## src/rtl/spc_pkg.sv

```systemverilog
// Constants shared by the six channel pulse counter and its synchroniser.
// How it works
// - Each 16-bit counter adds one per detected rising edge on its input.
// - A counter at FFFFH wraps to 0000H on the next counted edge.
// - Hardware reset leaves all six counter values untouched.
// - Codes 0 and 8 answer with the sixteen general input pin states.
// - Codes 1 to 6 answer with the value of channels 1 to 6.
// - Codes 9 to 14 clear channels 1 to 6 and answer zero.
// - Codes 7 and 15 answer with the serial identity register.
// - Bypass strap high routes each raw pulse input to its edge latch.
// - Edge latch samples at drive clock over eight; rising output counts.
// - Bypass strap low feeds the filter output to the edge latch.
// - Filter is a two-stage shift register stepped by its filter clock.
// - Filter output follows only after two equal consecutive filter samples.
// - Filter clocks a, b, c serve inputs 0-1, 2-3 and 4-5.
package spc_pkg;
   localparam int SPC_CHANNELS = 6;
   localparam int SPC_CNT_W = 16;
   localparam int SPC_CMD_W = 4;
   localparam int SPC_GPI_W = 16;
   localparam int SPC_IDX_W = 3;
   localparam int SPC_FCLK_GROUPS = 3;
   localparam int SPC_CH_PER_FCLK = 2;
   localparam int SPC_DIV_W = 3;
   localparam logic [SPC_DIV_W-1:0] SPC_DIV_LAST = 3'h7;
   localparam logic [SPC_DIV_W-1:0] SPC_DIV_ZERO = 3'h0;
   localparam logic [SPC_DIV_W-1:0] SPC_DIV_STEP = 3'h1;
   localparam logic [SPC_CMD_W-1:0] SPC_CMD_GPI_A = 4'h0;
   localparam logic [SPC_CMD_W-1:0] SPC_CMD_GPI_B = 4'h8;
   localparam logic [SPC_CMD_W-1:0] SPC_CMD_READ_FIRST = 4'h1;
   localparam logic [SPC_CMD_W-1:0] SPC_CMD_READ_LAST = 4'h6;
   localparam logic [SPC_CMD_W-1:0] SPC_CMD_SID_A = 4'h7;
   localparam logic [SPC_CMD_W-1:0] SPC_CMD_SID_B = 4'hF;
   localparam logic [SPC_CMD_W-1:0] SPC_CMD_CLR_FIRST = 4'h9;
   localparam logic [SPC_CMD_W-1:0] SPC_CMD_CLR_LAST = 4'hE;
   localparam logic [SPC_CNT_W-1:0] SPC_CNT_ZERO = 16'h0000;
   localparam logic [SPC_CNT_W-1:0] SPC_CNT_ONE = 16'h0001;
   localparam logic [SPC_CNT_W-1:0] SPC_CNT_MAX = 16'hFFFF;
   localparam logic SPC_LATCH_RST = 1'b1;
   localparam logic SPC_BIT_ZERO = 1'b0;
endpackage

```

## src/rtl/spc_sync.sv

```systemverilog
// Three-stage input synchroniser whose output moves once stages two and three agree.
`timescale 1ns/1ps
module spc_sync
   import spc_pkg::*;
#(
   parameter int WIDTH = 1
) (
   input wire logic core_clk_in,
   input wire logic srst_in,
   input wire logic ce_in,
   input wire logic [WIDTH-1:0] async_in,
   output logic [WIDTH-1:0] sync_out
);
   logic [WIDTH-1:0] s1_q;
   logic [WIDTH-1:0] s2_q;
   logic [WIDTH-1:0] s3_q;
   logic [WIDTH-1:0] held_q;
   wire logic [WIDTH-1:0] agree;
   wire logic [WIDTH-1:0] held_d;

   // Stage one feeds only stage two; only the later stages are compared.
   assign agree = ~(s2_q ^ s3_q);
   assign held_d = (agree & s3_q) | (~agree & held_q);
   assign sync_out = held_q;

   always_ff @(posedge core_clk_in) begin
      if (srst_in) begin
         s1_q <= '0;
         s2_q <= '0;
         s3_q <= '0;
         held_q <= '0;
      end else if (ce_in) begin
         s1_q <= async_in;
         s2_q <= s1_q;
         s3_q <= s2_q;
         held_q <= held_d;
      end
   end
endmodule // spc_sync

```

## src/rtl/spc_top.sv

```systemverilog
// Six channel pulse counter with digital filters, edge latches and command decode.
`timescale 1ns/1ps
module spc_top
   import spc_pkg::*;
(
   input wire logic core_clk_in,
   input wire logic srst_in,
   input wire logic ce_in,
   input wire logic [SPC_CHANNELS-1:0] pulse_count_inputs_in,
   input wire logic filter_bypass_strap_in,
   input wire logic filter_clock_a_in,
   input wire logic filter_clock_b_in,
   input wire logic filter_clock_c_in,
   input wire logic [SPC_GPI_W-1:0] general_input_pins_in,
   input wire logic [SPC_CNT_W-1:0] serial_identity_shift_reg_in,
   input wire logic cmd_valid_in,
   input wire logic [SPC_CMD_W-1:0] cmd_code_in,
   output logic resp_valid_out,
   output logic [SPC_CNT_W-1:0] resp_data_out
);
   wire logic [SPC_CHANNELS-1:0] pin_s;
   wire logic [SPC_FCLK_GROUPS-1:0] fclk_s;
   wire logic bypass_s;
   wire logic [SPC_GPI_W-1:0] gpi_s;
   logic [SPC_FCLK_GROUPS-1:0] fclk_prev_q;
   wire logic [SPC_FCLK_GROUPS-1:0] fclk_rise;
   logic [SPC_CHANNELS-1:0] stage1_q;
   logic [SPC_CHANNELS-1:0] stage2_q;
   logic [SPC_CHANNELS-1:0] filt_q;
   wire logic [SPC_CHANNELS-1:0] sel;
   logic [SPC_CHANNELS-1:0] latch_q;
   wire logic [SPC_CHANNELS-1:0] inc;
   wire logic [SPC_CHANNELS-1:0] clr_hit;
   logic [SPC_DIV_W-1:0] div_q;
   wire logic tick;
   logic [SPC_CNT_W-1:0] cnt_q [SPC_CHANNELS];
   logic [SPC_CNT_W-1:0] cnt_d [SPC_CHANNELS];
   wire logic is_gpi;
   wire logic is_read;
   wire logic is_clr;
   wire logic is_sid;
   wire logic [SPC_CMD_W-1:0] rd_off;
   wire logic [SPC_CMD_W-1:0] clr_off;
   wire logic [SPC_IDX_W-1:0] rd_idx;
   wire logic [SPC_IDX_W-1:0] clr_idx;
   wire logic [SPC_CNT_W-1:0] rd_val;
   wire logic [SPC_CNT_W-1:0] resp_d;
   wire logic [SPC_FCLK_GROUPS-1:0] fclk_raw;

   assign fclk_raw = {filter_clock_c_in, filter_clock_b_in, filter_clock_a_in};

   // Every pin and filter clock is foreign to the drive clock, so all pass a synchroniser.
   spc_sync #(.WIDTH(SPC_CHANNELS)) u_sync_pin (
      .core_clk_in(core_clk_in),
      .srst_in(srst_in),
      .ce_in(ce_in),
      .async_in(pulse_count_inputs_in),
      .sync_out(pin_s)
   );
   spc_sync #(.WIDTH(SPC_FCLK_GROUPS)) u_sync_fclk (
      .core_clk_in(core_clk_in),
      .srst_in(srst_in),
      .ce_in(ce_in),
      .async_in(fclk_raw),
      .sync_out(fclk_s)
   );
   spc_sync #(.WIDTH(1)) u_sync_strap (
      .core_clk_in(core_clk_in),
      .srst_in(srst_in),
      .ce_in(ce_in),
      .async_in(filter_bypass_strap_in),
      .sync_out(bypass_s)
   );
   spc_sync #(.WIDTH(SPC_GPI_W)) u_sync_gpi (
      .core_clk_in(core_clk_in),
      .srst_in(srst_in),
      .ce_in(ce_in),
      .async_in(general_input_pins_in),
      .sync_out(gpi_s)
   );

   // A filter clock steps its filters on its rising edge as seen after synchronising.
   // The filter clock must therefore stay well below the drive clock rate.
   assign fclk_rise = fclk_s & ~fclk_prev_q;

   always_ff @(posedge core_clk_in) begin
      if (srst_in) begin
         fclk_prev_q <= '0;
      end else if (ce_in) begin
         fclk_prev_q <= fclk_s;
      end
   end

   // Latch strobe at one eighth of the drive clock.
   assign tick = (div_q == SPC_DIV_LAST);

   always_ff @(posedge core_clk_in) begin
      if (srst_in) begin
         div_q <= SPC_DIV_ZERO;
      end else if (ce_in) begin
         div_q <= div_q + SPC_DIV_STEP;
      end
   end

   // Command decode.
   assign is_gpi = (cmd_code_in == SPC_CMD_GPI_A) || (cmd_code_in == SPC_CMD_GPI_B);
   assign is_sid = (cmd_code_in == SPC_CMD_SID_A) || (cmd_code_in == SPC_CMD_SID_B);
   assign is_read = (cmd_code_in >= SPC_CMD_READ_FIRST) && (cmd_code_in <= SPC_CMD_READ_LAST);
   assign is_clr = (cmd_code_in >= SPC_CMD_CLR_FIRST) && (cmd_code_in <= SPC_CMD_CLR_LAST);
   assign rd_off = cmd_code_in - SPC_CMD_READ_FIRST;
   assign clr_off = cmd_code_in - SPC_CMD_CLR_FIRST;
   assign rd_idx = rd_off[SPC_IDX_W-1:0];
   assign clr_idx = clr_off[SPC_IDX_W-1:0];
   assign rd_val = (is_read && (rd_idx < SPC_IDX_W'(SPC_CHANNELS))) ? cnt_q[rd_idx] : SPC_CNT_ZERO;
   assign resp_d = is_gpi ? gpi_s :
                   is_sid ? serial_identity_shift_reg_in :
                   is_read ? rd_val :
                   SPC_CNT_ZERO;

   genvar gi;
   generate
      for (gi = 0; gi < SPC_CHANNELS; gi++) begin : g_ch
         localparam int GRP = gi / SPC_CH_PER_FCLK;

         // Filter stages live in the drive domain, fed by synchronised pins.
         always_ff @(posedge core_clk_in) begin
            if (srst_in) begin
               stage1_q[gi] <= SPC_BIT_ZERO;
               stage2_q[gi] <= SPC_BIT_ZERO;
               filt_q[gi] <= SPC_BIT_ZERO;
            end else if (ce_in && fclk_rise[GRP]) begin
               stage1_q[gi] <= pin_s[gi];
               stage2_q[gi] <= stage1_q[gi];
               if (stage1_q[gi] == stage2_q[gi]) begin
                  filt_q[gi] <= stage1_q[gi];
               end
            end
         end

         assign sel[gi] = bypass_s ? pin_s[gi] : filt_q[gi];

         // The latch starts high after reset so a level already high is not counted in bypass mode.
         always_ff @(posedge core_clk_in) begin
            if (srst_in) begin
               latch_q[gi] <= SPC_LATCH_RST;
            end else if (ce_in && tick) begin
               latch_q[gi] <= sel[gi];
            end
         end

         assign inc[gi] = ~srst_in & tick & sel[gi] & ~latch_q[gi];
         assign clr_hit[gi] = ~srst_in & cmd_valid_in & is_clr & (clr_idx == SPC_IDX_W'(gi));

         // A clear meeting an edge in one cycle leaves one, so the edge is not lost.
         assign cnt_d[gi] = (clr_hit[gi] ? SPC_CNT_ZERO : cnt_q[gi]) +
                            (inc[gi] ? SPC_CNT_ONE : SPC_CNT_ZERO);

         // No reset here: the counts must survive a hardware reset.
         always_ff @(posedge core_clk_in) begin
            if (ce_in) begin
               cnt_q[gi] <= cnt_d[gi];
            end
         end

         property p_count_step;
            @(posedge core_clk_in) disable iff (srst_in)
            (ce_in && inc[gi] && !clr_hit[gi]) |=> (cnt_q[gi] == $past(cnt_q[gi]) + SPC_CNT_ONE);
         endproperty
         a_count_step: assert property (p_count_step) else $error("count did not step");

         property p_wrap;
            @(posedge core_clk_in) disable iff (srst_in)
            (ce_in && inc[gi] && !clr_hit[gi] && cnt_q[gi] == SPC_CNT_MAX)
               |=> (cnt_q[gi] == SPC_CNT_ZERO);
         endproperty
         a_wrap: assert property (p_wrap) else $error("counter did not wrap");

         // Counts power up unknown, so retention is checked with a four-state compare.
         property p_hold_in_reset;
            @(posedge core_clk_in) srst_in |=> (cnt_q[gi] === $past(cnt_q[gi]));
         endproperty
         a_hold_in_reset: assert property (p_hold_in_reset) else $error("reset changed count");

         // A clear may land on any cycle, so only edge counting is tied to the strobe.
         property p_latch_only_on_tick;
            @(posedge core_clk_in) disable iff (srst_in)
            (ce_in && !tick && !clr_hit[gi])
               |=> (latch_q[gi] == $past(latch_q[gi])) && (cnt_q[gi] === $past(cnt_q[gi]));
         endproperty
         a_latch_only_on_tick: assert property (p_latch_only_on_tick) else $error("off-tick change");

         property p_source_select;
            @(posedge core_clk_in) disable iff (srst_in)
            (ce_in && tick) |=> (latch_q[gi] == ($past(bypass_s) ? $past(pin_s[gi]) : $past(filt_q[gi])));
         endproperty
         a_source_select: assert property (p_source_select) else $error("wrong latch source");

         property p_filter_two_samples;
            @(posedge core_clk_in) disable iff (srst_in)
            $changed(filt_q[gi]) |-> ($past(stage1_q[gi]) == $past(stage2_q[gi])) && $past(fclk_rise[GRP]);
         endproperty
         a_filter_two_samples: assert property (p_filter_two_samples) else $error("filter glitch");
      end
   endgenerate

   always_ff @(posedge core_clk_in) begin
      if (srst_in) begin
         resp_valid_out <= SPC_BIT_ZERO;
         resp_data_out <= SPC_CNT_ZERO;
      end else if (ce_in) begin
         resp_valid_out <= cmd_valid_in;
         if (cmd_valid_in) begin
            resp_data_out <= resp_d;
         end
      end
   end

   property p_gpi_answer;
      @(posedge core_clk_in) disable iff (srst_in)
      (ce_in && cmd_valid_in && is_gpi) |=> resp_valid_out && (resp_data_out == $past(gpi_s));
   endproperty
   a_gpi_answer: assert property (p_gpi_answer) else $error("bad input-pin answer");

   property p_read_answer;
      @(posedge core_clk_in) disable iff (srst_in)
      (ce_in && cmd_valid_in && is_read) |=> resp_valid_out && (resp_data_out == $past(rd_val));
   endproperty
   a_read_answer: assert property (p_read_answer) else $error("bad counter answer");

   property p_clear;
      @(posedge core_clk_in) disable iff (srst_in)
      (ce_in && cmd_valid_in && is_clr) |=> resp_valid_out && (resp_data_out == SPC_CNT_ZERO)
         && (cnt_q[$past(clr_idx)] <= SPC_CNT_ONE);
   endproperty
   a_clear: assert property (p_clear) else $error("clear failed");

   property p_sid_answer;
      @(posedge core_clk_in) disable iff (srst_in)
      (ce_in && cmd_valid_in && is_sid)
         |=> resp_valid_out && (resp_data_out == $past(serial_identity_shift_reg_in));
   endproperty
   a_sid_answer: assert property (p_sid_answer) else $error("bad identity answer");

   c_count: cover property (@(posedge core_clk_in) disable iff (srst_in) inc[0]);
   c_wrap: cover property (@(posedge core_clk_in) disable iff (srst_in)
      inc[5] && cnt_q[5] == SPC_CNT_MAX);
   c_clear: cover property (@(posedge core_clk_in) disable iff (srst_in) cmd_valid_in && is_clr);
   c_filtered: cover property (@(posedge core_clk_in) disable iff (srst_in)
      !bypass_s && $rose(filt_q[2]));
endmodule // spc_top

```

## config.mk

```make
export PLATFORM = sky130hd
export DESIGN_NAME = spc_top
export DESIGN_NICKNAME = d
export VERILOG_FILES = /design/src/rtl/spc_pkg.sv /design/src/rtl/spc_sync.sv /design/src/rtl/spc_top.sv
export SDC_FILE = /design/constraint.sdc
export NUM_CORES = 1
export LEC_CHECK = 0
export ABC_AREA = 1
export ABC_CLOCK_PERIOD_IN_PS = 3750
export BUFFER_PORTS_ARGS = -buffer_cell sky130_fd_sc_hd__buf_2
export CAP_MARGIN = 10
export CORE_AREA = 2 2 150 152
export DETAILED_ROUTE_END_ITERATION = 6
export DIE_AREA = 0 0 152 154
export GPL_ROUTABILITY_DRIVEN = 0
export PLACE_DENSITY = 0.83
export SLEW_MARGIN = 10
export SYNTH_ARGS = -nofsm -noshare
export SYNTH_HDL_FRONTEND = slang
export SYNTH_SLANG_ARGS = --single-unit
```

## constraint.sdc

```tcl
create_clock -name core_clk_in -period 3.75 [get_ports core_clk_in]
set_input_delay 0.75 -clock core_clk_in [delete_from_list [all_inputs] [get_ports core_clk_in]]
set_output_delay 0.75 -clock core_clk_in [all_outputs]
set_load 0.005 [all_outputs]
```

==> run_results.csv <==
group,metric,value,unit
status,status,"finished, final reports clean",
clock_network,insertion_delay,540,ps
synth,syn_nets,1791,
die,start_util,59.4,%
placed_design,pre_cts_slack,456,ps
critical_path,path_class,"in -> reg",
critical_path,crit_chain,"buf_2, inv_1, ha_1, ha_1, buf_4, nor2_1, nand3_2, nand2_1, inv_1, ha_1, ha_1, nand4_1, nor2_1, nand3_1, nand2_1, nand2_1",
synth,synth.avg_cell_area,7.50,sq um
drt,drt_wl_total,30000,um
synth,async_flop_share,0,%
clock_network,cts_tree,"done",
layout,layout.nets,1819,
drt,first_pass_iters,5,
synth,ys_warn_count,0,
global_route,grt_pass1_wl,49900,um
power,total_power,6.13,mW
clock_network,hold_buffers,0,
clock_network,cts_buffers,25,
placed_design,numPortBuffers,66,
die,die_h,154,um
global_route,grt_pass1_vias,10609,
critical_path,crit_path_max_fanout,13,
drt,vias,11535,
timing,timing.final.hold_violations,0,
layout,synthToLayoutAreaGrowth,9.53,%
critical_path,start_kind,"input port",
clock_network,cts_root_buf,"clkbuf_16",
job,drv_cap,0,
synth,ys_seq_elements,247,
synth,synth_top_flop_cell,"dfxtp_1",
synth,ys_top_cells_by_count,"nand2_1, nor2_1, o21ai_0",
critical_path,arrival,3090,ps
drt,via_per_inst,5.64,
clock_network,cts_setup_buffers,0,
critical_path,cp_slowest_cell,"ha_1",
synth,syn-instance-count,1719,
layout,drive_gt1_share,9.80,%
critical_path,cp_num_buf_inv,4,
critical_path,required,4050,ps
timing,grt_setup_unrepaired,"false",
die,die-width,152,um
clock_network,cts.sinks,247,
synth,yosysMostFrequentCell,"nand2_1",
synth,synth.distinct_cells,35,
synth,synth_edf_count,96,
timing,finalCriticalPeriod,2790,ps
die,coreArea,0.0217,sq mm
placed_design,dp_hpwl,20500,um
synth,syn_area,0.0129,sq mm
drt,ant_nets,0,
power,ir_worst_vdd,0.380,mV
global_route,grt-ovfl-total,0,
global_route,grt_util_all_layers,25.0,%
critical_path,cpMostUsedCell,"ha_1",
drt,route.detailed.drc,0,
drt,wl_per_cell,14.7,um
power,p_leak,6.24,nW
clock_network,ctsResizeCount,0,
clock_network,clockBufferDepth,3,
timing,finClkSkew,10.1,ps
timing,setup_viol,0,
critical_path,cpPeakStageDelay,370,ps
timing,fin_crit_sh,74.5,%
critical_path,crit_path_end_kind,"flop",
global_route,antenna_found_initial,0,
layout,fillers,1796,
drt,first_iter_violations,1094,
die,boundaryPins,67,
layout,multi_input_area,0.00607,sq mm
clock_network,cts_htree_levels,1,
global_route,grt_max_degree,92,
synth,yosysSeqAreaShare,45.8,%
synth,synth_top_cell_area_share,23.5,%
timing,slew_headroom,30.7,%
power,p_per_area,435,mW/mm^2
timing,fmax,0.358,GHz
timing,tightest_slew,1040,ps
timing,drv_slew,0,
synth,synth.largest_area_cell,"dfxtp_1",
die,rows,54,
die,dieArea,0.0234,sq mm
critical_path,critPathTopFamily,"adder cells",
timing,setup_slack,957,ps
layout,regArea,0.00591,sq mm
clock_network,path_clk_slew,60,ps
timing,hold_slack,431,ps
synth,synthTopCellsByArea,"dfxtp_1, edfxtp_1, nand2_1",
worst_hold_path,hp-class,"in -> reg",
layout,diodes,0,
timing,finalSetupTns,0,ps
## metal layers
| layer | part of all wire (%) | global-route usage [%] | vias up |
|---|---|---|---|
| met2 | 47 | 41.7 | 429 |
| met4 | 3.2 | 8.50 | 0 |
| met3 | 6.3 | 3.21 | 85 |
| met5 | 0 | 0 | - |
| met1 | 44 | 33.8 | 5299 |
| li1 | - | - | 5722 |
## per-stage QoR
step           cells  area [sq um]  util (%)
3_3_place_gp    2000         13300      61.3
4_1_cts         2046         14100      65.1
6_report        2046         14100      65.1
2_1_floorplan   1719         12900         -
5_1_grt         2046         14100      65.1
3_5_place_dp    2000         13300      61.3
## worst paths after layout
kind	startpoint	end	slack, ps	depth (start not counted)
max	cmd_code_in[1]	cnt_q[0][14]$_DFFE_PP_	960	16
min	general_input_pins_in[6]	u_sync_gpi.s1_q[6]$_SDFFE_PP0P_	430	3
max reg2reg	div_q[0]$_SDFFE_PP0P_	cnt_q[5][10]$_DFFE_PP_	1070	10
min reg2reg	fclk_prev_q[1]$_SDFFE_PP0P_	fclk_prev_q[1]$_SDFFE_PP0P_	460	2
## area by class of cell
cell class                 count  area share [%]
multi-input combinational   1256            43.0
tap                          280            2.48
clock inverter                 8           0.443
timing repair buffer          85            3.39
clock buffer                  38            5.36
inverter                     132            3.51
sequential                   247            41.8
## tightest hold or removal path, cell delays in order
cell	delay, ps
buf_2	70
nor2_1	30
nor2_1	80
## cell families (layout without fill, tap and decap cells)
group,after synthesis,in the layout,share of synthesized area (%)
fa+ha+maj,22,22,2.14
flops,247,247,45.8
xor+xnor,39,39,2.65
buf+inv,216,263,7.11
compound gates,319,319,12.8
simple gates,876,876,29.5
## cell usage in the layout, fill, tap and decap left out, types with 2 or more instances in the layout
master / Yosys / layout
edfxtp_1: 96 / 96
ha_1: 22 / 22
nor3_1: 7 / 7
nand3_2: 10 / 10
inv_2: 3 / 5
clkinv_2: 0 / 5
a31oi_1: 9 / 9
nand2_2: 4 / 4
o21bai_1: 17 / 17
nand2_1: 437 / 437
dfxtp_1: 151 / 151
xnor2_1: 24 / 24
inv_1: 129 / 127
o21ai_0: 183 / 183
nand3_4: 2 / 2
nand3_1: 114 / 114
clkbuf_8: 0 / 4
buf_2: 22 / 65
clkbuf_16: 0 / 27
nand4_2: 2 / 2
a21oi_1: 109 / 109
nor2_2: 17 / 17
nor2_1: 230 / 230
nand4_1: 33 / 33
xor2_1: 15 / 15
buf_4: 2 / 19
nor3_2: 3 / 3
nor2_4: 4 / 4
nand3b_1: 10 / 10
clkbuf_1: 46 / 7
## where the power goes
group / internal, mW / switching (mW)
Sequential: 2.93 / 0.111
Clock: 1.41 / 1.07
Combinational: 0.209 / 0.408
Total: 4.55 / 1.59
Power figures use the tool's default switching activity.
